## config.mk

```make
export PLATFORM = sky130hd
export DESIGN_NAME = uvs_link_ctrl
export DESIGN_NICKNAME = d
export VERILOG_FILES = /design/src/hw/uvs_link_ctrl.v
export VERILOG_INCLUDE_DIRS = /design/src /design/src/common
export SDC_FILE = /design/constraint.sdc
export NUM_CORES = 1
export LEC_CHECK = 0
export ABC_AREA = 1
export BUFFER_PORTS_ARGS = -buffer_cell sky130_fd_sc_hd__clkbuf_2
export CORE_ASPECT_RATIO = 1.1
export CORE_MARGIN = 3
export CORE_UTILIZATION = 45
export DETAILED_ROUTE_END_ITERATION = 7
export PLACE_DENSITY = 0.64
export SLEW_MARGIN = 20
export SYNTH_ARGS = -nofsm -noshare
export SYNTH_HDL_FRONTEND = slang
export SYNTH_SLANG_ARGS = --single-unit
```

## constraint.sdc

```tcl
create_clock -name ref_clk -period 2 [get_ports ref_clk]
set_clock_uncertainty 0.15 [all_clocks]
set_input_delay 0.4 -clock ref_clk [delete_from_list [all_inputs] [get_ports ref_clk]]
set_output_delay 0.4 -clock ref_clk [all_outputs]
set_load 0.01 [all_outputs]
```

## src/common/uvs_defs.vh

```
// Constants for the ULPI supply and session controller.
// Assumes the standard ULPI register map on the transceiver.
`ifndef UVS_DEFS_VH
`define UVS_DEFS_VH
// Clock and timing
`define UVS_CLK_MHZ 100
`define UVS_OSC_SETTLE_NS 1000
`define UVS_PWRUP_MASK_US 1000
// Command prefixes on the data bus
`define UVS_TX_REGW 2'b10
`define UVS_TX_REGR 2'b11
// Transceiver register addresses (set and clear aliases, plus interrupt status)
`define UVS_A_FC_SET 6'h05
`define UVS_A_FC_CLR 6'h06
`define UVS_A_IFC_SET 6'h08
`define UVS_A_IFC_CLR 6'h09
`define UVS_A_OTG_SET 6'h0b
`define UVS_A_OTG_CLR 6'h0c
`define UVS_A_IRQ_STAT 6'h13
// Field masks
`define UVS_FC_RESET 8'h20
`define UVS_FC_SUSPENDM 8'h40
`define UVS_OTG_DISCHRG 8'h08
`define UVS_OTG_CHRG 8'h10
`define UVS_OTG_DRV_EXT 8'h40
`define UVS_OTG_EXT_IND 8'h80
`define UVS_IFC_COMPL 8'h20
`define UVS_IFC_PASS 8'h40
`define UVS_SESSION_END_FLAG_BIT 3
`define UVS_VBUS_OK 2'b11
// User operations
`define UVS_OP_RESET 3'd0
`define UVS_OP_SRP 3'd1
`define UVS_OP_FAULT_CFG 3'd2
`define UVS_OP_SUPPLY_ON 3'd3
`define UVS_OP_SUPPLY_OFF 3'd4
`define UVS_OP_SUSPEND 3'd5
`define UVS_OP_RESUME 3'd6
// Step kinds
`define UVS_K_END 3'd0
`define UVS_K_WR 3'd1
`define UVS_K_POLL 3'd2
`define UVS_K_STOPCLK 3'd3
`define UVS_K_RESUME 3'd4
`endif

```

## src/hw/uvs_link_ctrl.v

```verilog
// ULPI link-side controller for supply, session request and power state.
// Assumes ULPI pins are synchronous to ref_clk; the bench resolves the data wire.
`timescale 1ns/1ps
`include "uvs_defs.vh"

////////////////////////////////////////////////////////////////////////////////
module uvs_link_ctrl #(
  parameter PWRUP_MASK_CYC = `UVS_PWRUP_MASK_US * `UVS_CLK_MHZ
) (
  input wire ref_clk,
  input wire rstn,
  input wire ulpi_dir,
  input wire ulpi_nxt,
  input wire [7:0] ulpi_data_in,
  output reg [7:0] ulpi_data_out,
  output reg ulpi_data_oe,
  output reg ulpi_stp,
  input wire op_valid,
  input wire [2:0] op_code,
  input wire fault_pol_invert,
  output reg op_ready,
  output reg op_done,
  output reg osc_clk_enable,
  output reg low_power,
  output reg supply_on,
  output reg supply_fault,
  output reg vbus_valid,
  output reg [1:0] vbus_state,
  output reg [7:0] rd_data
);

  localparam OSC_SETTLE_CYC = (`UVS_OSC_SETTLE_NS * `UVS_CLK_MHZ + 999) / 1000;

  localparam S_PWR = 4'd0;
  localparam S_IDLE = 4'd1;
  localparam S_FETCH = 4'd2;
  localparam S_TXCMD = 4'd3;
  localparam S_TXDAT = 4'd4;
  localparam S_STP = 4'd5;
  localparam S_RDCMD = 4'd6;
  localparam S_RDTA = 4'd7;
  localparam S_RDDAT = 4'd8;
  localparam S_SETTLE = 4'd9;
  localparam S_RESUME = 4'd10;

  // Step table: {kind, address, data}
  function [16:0] step_rom;
    input [2:0] op;
    input [2:0] step;
    input pol;
    begin
      step_rom = {`UVS_K_END, 6'h00, 8'h00};
      case ({op, step})
        {`UVS_OP_RESET, 3'd0}: step_rom = {`UVS_K_WR, `UVS_A_FC_SET, `UVS_FC_RESET};
        {`UVS_OP_SRP, 3'd0}: step_rom = {`UVS_K_WR, `UVS_A_OTG_CLR, `UVS_OTG_CHRG};
        {`UVS_OP_SRP, 3'd1}: step_rom = {`UVS_K_WR, `UVS_A_OTG_SET, `UVS_OTG_DISCHRG};
        {`UVS_OP_SRP, 3'd2}: step_rom = {`UVS_K_POLL, `UVS_A_IRQ_STAT, 8'h00};
        {`UVS_OP_SRP, 3'd3}: step_rom = {`UVS_K_WR, `UVS_A_OTG_CLR, `UVS_OTG_DISCHRG};
        {`UVS_OP_SRP, 3'd4}: step_rom = {`UVS_K_WR, `UVS_A_OTG_SET, `UVS_OTG_CHRG};
        {`UVS_OP_FAULT_CFG, 3'd0}: step_rom = {`UVS_K_WR, `UVS_A_OTG_SET, `UVS_OTG_EXT_IND};
        {`UVS_OP_FAULT_CFG, 3'd1}: step_rom = {`UVS_K_WR, (pol ? `UVS_A_IFC_SET : `UVS_A_IFC_CLR),
          `UVS_IFC_COMPL};
        {`UVS_OP_FAULT_CFG, 3'd2}: step_rom = {`UVS_K_WR, `UVS_A_IFC_SET, `UVS_IFC_PASS};
        {`UVS_OP_SUPPLY_ON, 3'd0}: step_rom = {`UVS_K_WR, `UVS_A_OTG_SET, `UVS_OTG_DRV_EXT};
        {`UVS_OP_SUPPLY_OFF, 3'd0}: step_rom = {`UVS_K_WR, `UVS_A_OTG_CLR, `UVS_OTG_DRV_EXT};
        {`UVS_OP_SUSPEND, 3'd0}: step_rom = {`UVS_K_WR, `UVS_A_FC_CLR, `UVS_FC_SUSPENDM};
        {`UVS_OP_SUSPEND, 3'd1}: step_rom = {`UVS_K_STOPCLK, 6'h00, 8'h00};
        {`UVS_OP_RESUME, 3'd0}: step_rom = {`UVS_K_RESUME, 6'h00, 8'h00};
        default: step_rom = {`UVS_K_END, 6'h00, 8'h00};
      endcase
    end
  endfunction

  ////////////////////////////////////////////////////////////////////////////////
  reg [3:0] state_reg;
  reg [2:0] op_reg;
  reg [2:0] step_reg;
  reg pol_reg;
  reg dir_q_reg;
  reg off_pend_reg;
  reg [16:0] pwr_cnt_reg;
  reg [7:0] wdata_reg;
  reg [7:0] settle_cnt_reg;

  wire [16:0] cur = step_rom(op_reg, step_reg, pol_reg);
  wire [2:0] cur_kind = cur[16:14];
  // Bus is usable only once direction has been low for a full cycle
  wire bus_free = !ulpi_dir && !dir_q_reg;
  // Status byte: device owns bus for a settled cycle, not a read answer
  // Low power and start-up hold dir high with no status on the lines
  wire rx_status = ulpi_dir && dir_q_reg && !ulpi_nxt && !low_power &&
    (state_reg != S_RDDAT) && (state_reg != S_PWR);
  wire pwr_masked = (pwr_cnt_reg != 17'd0);

  always @(posedge ref_clk) begin
    if (!rstn) begin
      state_reg <= S_PWR;
      op_reg <= `UVS_OP_RESET;
      step_reg <= 3'd0;
      pol_reg <= 1'b0;
      dir_q_reg <= 1'b0;
      off_pend_reg <= 1'b0;
      pwr_cnt_reg <= PWRUP_MASK_CYC[16:0];
      wdata_reg <= 8'h00;
      settle_cnt_reg <= 8'h00;
      ulpi_data_out <= 8'h00;
      ulpi_data_oe <= 1'b0;
      ulpi_stp <= 1'b0;
      op_ready <= 1'b0;
      op_done <= 1'b0;
      osc_clk_enable <= 1'b1;
      low_power <= 1'b0;
      supply_on <= 1'b0;
      supply_fault <= 1'b0;
      vbus_valid <= 1'b0;
      vbus_state <= 2'b00;
      rd_data <= 8'h00;
    end else begin
      dir_q_reg <= ulpi_dir;
      op_done <= 1'b0;
      if (pwr_masked)
        pwr_cnt_reg <= pwr_cnt_reg - 17'd1;
      // Registered enable lags dir by a cycle, which falls in the turnaround
      ulpi_data_oe <= !ulpi_dir && !low_power;
      if (rx_status) begin
        vbus_state <= ulpi_data_in[3:2];
        vbus_valid <= !pwr_masked && (ulpi_data_in[3:2] == `UVS_VBUS_OK);
        if (supply_on && (ulpi_data_in[3:2] != `UVS_VBUS_OK)) begin
          supply_fault <= 1'b1;
          off_pend_reg <= 1'b1;
        end
      end
      case (state_reg)
        S_PWR: begin
          // Device holds dir high during its own start-up
          ulpi_data_out <= 8'h00;
          if (bus_free)
            state_reg <= S_FETCH;
        end
        S_IDLE: begin
          ulpi_data_out <= 8'h00;
          op_ready <= 1'b1;
          if (off_pend_reg && !low_power) begin
            op_ready <= 1'b0;
            off_pend_reg <= 1'b0;
            op_reg <= `UVS_OP_SUPPLY_OFF;
            step_reg <= 3'd0;
            state_reg <= S_FETCH;
          end else if (op_valid && op_ready && (!low_power || op_code == `UVS_OP_RESUME)) begin
            op_ready <= 1'b0;
            op_reg <= op_code;
            pol_reg <= fault_pol_invert;
            step_reg <= 3'd0;
            state_reg <= S_FETCH;
          end
        end
        S_FETCH: begin
          ulpi_data_out <= 8'h00;
          case (cur_kind)
            `UVS_K_WR: if (bus_free) begin
              wdata_reg <= cur[7:0];
              ulpi_data_out <= {`UVS_TX_REGW, cur[13:8]};
              state_reg <= S_TXCMD;
            end
            `UVS_K_POLL: if (bus_free) begin
              ulpi_data_out <= {`UVS_TX_REGR, cur[13:8]};
              state_reg <= S_RDCMD;
            end
            `UVS_K_STOPCLK: begin
              low_power <= 1'b1;
              osc_clk_enable <= 1'b0;
              step_reg <= step_reg + 3'd1;
            end
            `UVS_K_RESUME: begin
              osc_clk_enable <= 1'b1;
              settle_cnt_reg <= OSC_SETTLE_CYC[7:0];
              state_reg <= S_SETTLE;
            end
            default: begin
              if (op_reg == `UVS_OP_SUPPLY_ON)
                supply_on <= 1'b1;
              if (op_reg == `UVS_OP_SUPPLY_OFF)
                supply_on <= 1'b0;
              if (op_reg == `UVS_OP_RESUME)
                low_power <= 1'b0;
              op_done <= 1'b1;
              state_reg <= S_IDLE;
            end
          endcase
        end
        S_TXCMD: begin
          if (ulpi_dir) begin
            // Device took the bus first; retry the same step later
            ulpi_data_out <= 8'h00;
            state_reg <= S_FETCH;
          end else if (ulpi_nxt) begin
            ulpi_data_out <= wdata_reg;
            state_reg <= S_TXDAT;
          end
        end
        S_TXDAT: if (ulpi_nxt) begin
          ulpi_data_out <= 8'h00;
          ulpi_stp <= 1'b1;
          state_reg <= S_STP;
        end
        S_STP: begin
          ulpi_stp <= 1'b0;
          step_reg <= step_reg + 3'd1;
          state_reg <= S_FETCH;
        end
        S_RDCMD: begin
          if (ulpi_dir) begin
            ulpi_data_out <= 8'h00;
            state_reg <= S_FETCH;
          end else if (ulpi_nxt) begin
            ulpi_data_out <= 8'h00;
            state_reg <= S_RDTA;
          end
        end
        S_RDTA: if (ulpi_dir)
          state_reg <= S_RDDAT;
        S_RDDAT: begin
          rd_data <= ulpi_data_in;
          if (ulpi_data_in[`UVS_SESSION_END_FLAG_BIT])
            step_reg <= step_reg + 3'd1;
          state_reg <= S_FETCH;
        end
        S_SETTLE: begin
          if (settle_cnt_reg == 8'h00)
            state_reg <= S_RESUME;
          else
            settle_cnt_reg <= settle_cnt_reg - 8'h01;
        end
        S_RESUME: begin
          // Hold stop until the device releases the bus
          ulpi_stp <= ulpi_dir;
          if (!ulpi_dir && ulpi_stp) begin
            step_reg <= step_reg + 3'd1;
            state_reg <= S_FETCH;
          end
        end
        default: state_reg <= S_IDLE;
      endcase
    end
  end

endmodule

```

==> results of run 1 <==
-- final timing paths --
kind | startpoint | end | cells past startpoint
worst min register to register | settle_cnt_reg[0] | settle_cnt_reg[0] | 1
worst max-delay path | step_reg[0] | state_reg[0] | 12
worst max register to register | step_reg[0] | state_reg[0] | 12
worst min-delay path | ulpi_data_in[4] | rd_data[4] | 3
-- placed cells by master, fill, tap and decap left out, types with 5 or more instances in the layout --
cell type / instances
nand4_1: 6
nor2_2: 12
o211ai_1: 5
nor3_1: 11
clkbuf_8: 9
dfxtp_1: 64
xor2_1: 6
nor2_4: 10
o21ai_0: 32
nand3_1: 31
buf_4: 53
nand2_2: 16
nand2_1: 84
inv_2: 15
clkbuf_2: 43
nor2_1: 73
nand3_2: 7
a21oi_2: 6
a21oi_1: 40
inv_1: 55
-- through the flow --
step           total power [mW]  instances  hold WS (ns)  area (µm²)
6_report                   4.56        745         0.118        4800
5_1_grt                    4.86        745         0.126        4800
4_1_cts                    4.44        739         0.103        4600
3_5_place_dp               3.11        714         0.271        4250
3_3_place_gp               3.09        714         0.263        4250
2_1_floorplan              2.61        534         0.253        3640
-- per-layer routing --
layer | wire, µm | global-route usage | share of wire
met1 | 4320 | 0.268 | 0.44
met2 | 4900 | 0.377 | 0.50
met3 | 344 | 0.0300 | 0.035
met4 | 212 | 0.0949 | 0.022
met5 | 0 | 0 | 0
-- kinds of logic (layout without fill, tap and decap cells) --
kind of cell / count (synthesis) / after routing / share of synthesized area
AND/OR/NAND/NOR: 265 / 265 / 0.330
AO/OA/AOI/OAI: 101 / 101 / 0.155
buffers and inverters: 84 / 190 / 0.0881
flip-flops: 70 / 70 / 0.386
adder cells (fa/ha/maj): 7 / 7 / 0.0241
XOR/XNOR: 7 / 7 / 0.0169
-- where the power goes --
group          switching, mW  internal [mW]  total, mW
Combinational           1.04          0.702       1.74
Sequential             0.124           1.54       1.67
Clock                  0.566          0.585       1.15
Total                   1.73           2.83       4.56
-- repair_timing --
action	4_1_cts	5_1_grt
endpoints found under the setup margin	22	35
resized for setup	22	49
setup buffers	9	6
pin swaps	11	23
-- cell type report --
class	instances	area [µm²]
clock inverters	6	70.1
flip-flops and latches	70	1410
multi-input cells	380	2110
clock buffers	10	128
repair buffers	98	644
well taps	105	131
fillers	719	2840
inverters	76	295
-- worst max-delay path: stages (launching register included) --
cell and delay (ns):
dfxtp_4 0.39, inv_4 0.05, ha_4 0.16, o211ai_1 0.27, nand3_2 0.14, nor2_4 0.20, buf_12 0.14, buf_4 0.10
a21oi_2 0.04, nor3_1 0.15, nand3_1 0.10, nand2_1 0.06, nor2_1 0.05
==> out/qor.yml, run 1 <==
pre_cts_ws_ns: -0.218
numCtsBuffers: 9
synth_seq_cells: 70
htreeDepth: 3
fin_ws_ns: -0.118
worst-setup-path-type: "flop to flop"
worst_pin_slew_ns: 0.408
gr-total-overflow: 0
die-area_um2: 9190
maxCapViolCount: 0
io_pins: 44
end_kind: "flop"
dr.first_iter.drc_count: 134
hpwlAfterDp_mm: 7.03
drt_wl_total_mm: 9.78
powerDensity_nw_per_um2: 950
finalSetupTns_ns: -1.23
holdBufCountCts: 0
ir_drop_uv: 493
worst_ep_required_time_ns: 2.10
synth_edf_count: 0
ant_nets: 0
failed_checks: "setup timing"
cp_data_arrival_time_ns: 2.22
path_max_fanout: 5
period_share: 1.06
wl_per_cell_um: 13.1
cts_root_buf: "clkbuf_8"
rsz0062_at_grt: "true"
vias: 3775
yosysTopAreaCell: "dfxtp_1"
cts_num_sinks: 70
slew_viol_final: 0
synthesis.instances: 534
synth_ff_type: "dfxtp_1"
finish.utilization: 0.628
cts_tree: "yes"
ys_seq_area_frac: 0.386
relSlewSlack: 0.727
min_path_type: "input pin to flop"
grt_pass1_wl_mm: 16.3
r2r_slack_ns: -0.12
rows: 33
largest_reg_flops: 17
die_h_um: 100
firstDrtPassIters: 4
start_util: 0.476
power_leakage_nw: 2.18
max_freq_mhz: 472
grt_max_degree: 35
ys_top_cells_by_count: "nand2_1 (98), nor2_1 (82), dfxtp_1 (70), inv_1 (62), a21oi_1 (46)"
grt_pass1_vias: 3604
netlist.area_leader.share: 0.386
syn_nets: 558
yosys-top-cells-area: "dfxtp_1 (39%), nand2_1 (10%), nor2_1 (8.5%)"
fin_nets: 659
synth.avg_cell_area_um2: 6.81
ys_warn_count: 0
yosys.cell_count.top_type: "nand2_1"
clock_path_buffers: 2
drc: 0
core_um2: 7640
diodes: 0
synthArstFlopShare: 0
clock_latency_ns: 0.35
place_congestion: 0.912
setup_violations: 22
path_clk_slew_ns: 0.08
avgViaCountPerCell: 5.07
io_buffers: 43
yosysUniqueCellTypes: 37
antenna_found_initial: 0
min_period_ns: 2.12
drive_gt1_frac: 0.320
dieWidth_um: 91.7
status: "finished with violations"
cp-start-kind: "flop"
grt_use_total: 0.217
hold_viol: 0
area_growth_pct: 32.0
synth_area_um2: 3630
Note: power is estimated with default switching activity, not from simulation.
==> run 2, diff against run 1 <==
CORE_ASPECT_RATIO = 0.8   (was 1.1)
REMOVE_ABC_BUFFERS = 1   (was unset)
==> run 2 against run 1 <==
Combinational power barely moved. Global-route usage fell by 0.063 points. Count of clock-buffer cells in the layout rose by 1. The flow still finishes with violations (setup timing). Design area rose by 0.65%. Utilization rose by 0.71 points. Maximum frequency fell by 0.25%. Critical path type unchanged.
==> out/qor.yml, run 2 (synthesized netlist as in run 1, its figures left out) <==
htreeDepth: 3
maxCapViolCount: 0
setup_violations: 18
ir_drop_uv: 585
critPathTopFamily: "simple AND/OR/NAND/NOR gates"
core_um2: 7600
timing.rr.start: "step_reg[1]"
ant_nets: 0
worst_pin_slew_ns: 0.425
dp_cells: 715
worst-path-buf-inv: 2
vias: 3761
status: "finished with violations"
dr_wl_met3_um: 605
grt_max_degree: 35
n_fill_cell: 691
antenna_found_initial: 0
area_growth_pct: 32.8
design_area_um2: 4830
grt_use_total: 0.216
cts_root_buf: "clkbuf_8"
io_pins: 44
diodes: 0
holdBufCountCts: 0
grt_pass1_wl_mm: 16.1
avgViaCountPerCell: 5.03
end_kind: "flop"
fin_nets: 662
worstPathCellList: "inv_4 -> ha_4 -> o211ai_1 -> nand3_2 -> nor2_4 -> nand2_2 -> nand2_2 -> nand2_2 -> nand2_2 -> nand2_4 -> nand2_4 -> inv_2 -> nor2_1 -> nor2_1"
wl_met1_mm: 5.03
rows: 28
path_clk_slew_ns: 0.08
finish.utilization: 0.635
drive_gt1_frac: 0.325
final_common_cell: "nand2_1"
cp_slowest_cell: "dfxtp_4"
failed_checks: "setup timing"
finalSetupTns_ns: -1.04
worstHoldStart: "ulpi_data_in[5]"
cts_num_sinks: 70
wl_per_cell_um: 13.2
io_buffers: 43
regArea_um2: 1410
powerDensity_nw_per_um2: 978
clock_latency_ns: 0.35
wl_met2_mm: 4.18
drc: 0
place_congestion: 0.910
rsz0062_at_grt: "true"
critPathLaunch: "step_reg[1]"
power_mw: 4.72
multiInputGateArea_um2: 2100
dr.first_iter.drc_count: 135
slew_viol_final: 0
start_util: 0.478
drt_wl_total_mm: 9.89
slowest_delay_ns: 0.39
path_max_fanout: 5
die_h_um: 86.4
largest_reg_flops: 17
cp-start-kind: "flop"
clock_path_buffers: 2
placed_area_um2: 4250
die-area_um2: 9200
stdcell_count: 748
gr-total-overflow: 0
firstDrtPassIters: 6
layout_common_cells: "nand2_1 (79), nor2_1 (72), dfxtp_1 (64)"
min_period_ns: 2.12
numCtsBuffers: 9
cp_data_arrival_time_ns: 2.22
hpwlAfterDp_mm: 7.02
grt_pass1_vias: 3413
fin_ws_ns: -0.123
hold_viol: 0
worst_ep_required_time_ns: 2.10
min_path_type: "input pin to flop"
pre_cts_ws_ns: -0.226
worst-setup-path-type: "flop to flop"
max_freq_mhz: 471
power_leakage_nw: 2.21
relSlewSlack: 0.714
cts_tree: "yes"
timing.hold.ws_ns: 0.120
period_share: 1.06
crit_top_cell: "nand2_2"
topRoutingLayerUsed: "met4"
dieWidth_um: 106
run 2: path summary, 6_finish.rpt:
kind / slack [ns] / end / cells past startpoint
setup reg to reg: -0.12 / state_reg[1] / 14
hold reg to reg: 0.27 / settle_cnt_reg[0] / 1
hold / removal: 0.12 / rd_data[5] / 3
setup / recovery: -0.12 / state_reg[1] / 14
run 2: metal layers:
| metal | vias to the layer above | GRT usage |
|---|---|---|
| li1 | 1948 | - |
| met1 | 1692 | 0.320 |
| met2 | 113 | 0.310 |
| met3 | 8 | 0.0536 |
| met4 | 0 | 0.0674 |
| met5 | - | 0 |
run 2: timing repair:
| item | CTS | global route |
|---|---|---|
| setup endpoints to repair | 25 | 37 |
| pin swaps | 22 | 40 |
| buffers inserted | 9 | 10 |
| resized for setup | 19 | 55 |
run 2: cell type report:
type,instances,area share
Multi-Input combinational cell,380,0.436
Sequential cell,70,0.293
Timing Repair Buffer,101,0.136
Inverter,76,0.0606
Clock buffer,11,0.0314
Tap cell,105,0.0272
Clock inverter,5,0.0168
run 2: power by group:
group,internal [mW],switching [mW],total (mW),leakage [nW]
clock network,0.770,0.556,1.33,0.116
registers,1.54,0.134,1.68,0.572
logic,0.688,1.03,1.72,1.53
total,3.00,1.72,4.72,2.21
run 2: worst reg2reg max path, stage by stage (launching register included):
cell,delay [ns]
dfxtp_4,0.39
inv_4,0.06
ha_4,0.16
o211ai_1,0.30
nand3_2,0.14
nor2_4,0.20
nand2_2,0.09
nand2_2,0.09
nand2_2,0.06
nand2_2,0.08
nand2_4,0.07
nand2_4,0.07
inv_2,0.05
nor2_1,0.09
nor2_1,0.05
==> run 3, diff against run 2 <==
SETUP_SLACK_MARGIN = 0.2   (was unset)
SLEW_MARGIN = 5   (was 20)
==> run 3 against run 2 <==
The run still ends with setup timing left. Clock power about the same. Critical path depth down 1. Register-to-register slack got worse by 0.08 ns. Maximum frequency is 3.7% lower. Design area rose by 3.9%. Utilization up 2.5 points. Sequential share of layout area down 1.0 points. Hold slack got worse by 0.0062 ns. Die area did not move. Sequential cell count unchanged. Critical path type unchanged. Critical endpoint is now ulpi_data_out[3].
==> out/qor.yml, run 3 (synthesized netlist as in run 1, its figures left out) <==
status: "finished with violations"
failed_checks: "setup timing"
path_max_fanout: 4
holdBufCountCts: 0
htreeDepth: 3
start_util: 0.478
grt_max_degree: 35
min_path_type: "input pin to flop"
place_congestion: 0.910
core_um2: 7600
firstDrtPassIters: 5
clock_path_buffers: 2
avgViaCountPerCell: 5.07
cp_data_arrival_time_ns: 2.28
die-area_um2: 9200
period_share: 1.10
min_period_ns: 2.20
r2r_slack_ns: -0.20
power_mw: 4.85
worst_ep_required_time_ns: 2.07
finish.utilization: 0.660
grt_pass1_wl_mm: 16.4
n_fill_cell: 684
cts_tree: "yes"
cp-start-kind: "flop"
pre_cts_ws_ns: -0.226
hold_viol: 0
cts_num_sinks: 70
final_common_cell: "nand2_1"
slew_viol_final: 0
clock_latency_ns: 0.35
diodes: 0
layout_common_cells: "nand2_1 (81), nor2_1 (64), dfxtp_1 (62)"
vias: 3838
antenna_found_initial: 0
dr.first_iter.drc_count: 256
max_freq_mhz: 454
placed_area_um2: 4250
powerDensity_nw_per_um2: 967
worst_pin_slew_ns: 0.397
ant_nets: 0
ir_drop_uv: 596
drc: 0
design_area_um2: 5020
gr-total-overflow: 0
maxCapViolCount: 0
cts_root_buf: "clkbuf_8"
area_growth_pct: 38.1
io_pins: 44
die_h_um: 86.4
drive_gt1_frac: 0.356
end_kind: "flop"
dieWidth_um: 106
worst-setup-path-type: "flop to flop"
fin_ws_ns: -0.205
wl_per_cell_um: 13.7
hpwlAfterDp_mm: 7.02
rows: 28
regArea_um2: 1420
io_buffers: 43
drt_wl_total_mm: 10.3
relSlewSlack: 0.736
grt_pass1_vias: 3495
largest_reg_flops: 17
setup_violations: 20
fin_nets: 671
numCtsBuffers: 9
grt_use_total: 0.221
rsz0062_at_grt: "true"
path_clk_slew_ns: 0.08
multiInputGateArea_um2: 2200
power_leakage_nw: 2.29
run 3: cell types whose count changed in the layout (fill, tap and decap cells not counted), moves of 4 or more:
cell | previous run | this run
a21oi_2 | 6 | 2
nand2_2 | 21 | 16
buf_4 | 57 | 61
buf_6 | 1 | 6
nor2_4 | 11 | 15
nor2_1 | 72 | 64
nor2_2 | 12 | 16
run 3: per-stage QoR:
step	std cells	hold WS, ns	setup TNS, ns
after floorplan	526	0.253	-0.0390
after global placement	715	0.265	-0.551
after detailed placement	715	0.269	-2.22
after CTS	744	0.109	-0.427
after global routing	757	0.126	-4.45
final	757	0.114	-1.72
run 3: path summary, 6_finish.rpt:
kind	from	to	depth (start not counted)
setup reg to reg	step_reg[1]	ulpi_data_out[3]	13
setup / recovery	step_reg[1]	ulpi_data_out[3]	13
hold / removal	ulpi_data_in[5]	rd_data[5]	3
hold reg to reg	settle_cnt_reg[0]	settle_cnt_reg[0]	1
run 3: timing repair:
action	CTS	global route
gates cloned	0	0
pin swaps	32	35
hold endpoints to repair	0	0
resized for setup	39	68
setup buffers	13	13
endpoints found under the setup margin	45	52
run 3: critical path, stage by stage (launching register included):
cell      delay, ns
dfxtp_4        0.40
inv_4          0.06
ha_4           0.16
o211ai_1       0.31
nand2_1        0.15
buf_4          0.16
buf_6          0.10
buf_6          0.11
a21oi_4        0.10
a21oi_2        0.06
nand3_1        0.09
nand3_1        0.08
nand2_1        0.07
a21oi_1        0.06
run 3: cell type report:
type / instances / area share
multi-input cells: 380 / 0.439
flip-flops and latches: 70 / 0.283
repair buffers: 110 / 0.148
inverters: 76 / 0.0583
clock buffers: 11 / 0.0302
well taps: 105 / 0.0262
clock inverters: 5 / 0.0162
run 3: power by group:
part / switching (mW) / leakage, nW / internal (mW)
registers: 0.142 / 0.571 / 1.55
logic: 1.08 / 1.60 / 0.742
clock network: 0.562 / 0.116 / 0.770
total: 1.79 / 2.29 / 3.06
run 3: per-layer routing:
metal / track usage / up-vias / part of all wire
li1: - / 1961 / -
met1: 0.320 / 1754 / 0.49
met2: 0.323 / 109 / 0.43
met3: 0.0566 / 14 / 0.064
met4: 0.0697 / 0 / 0.012
met5: 0 / - / 0
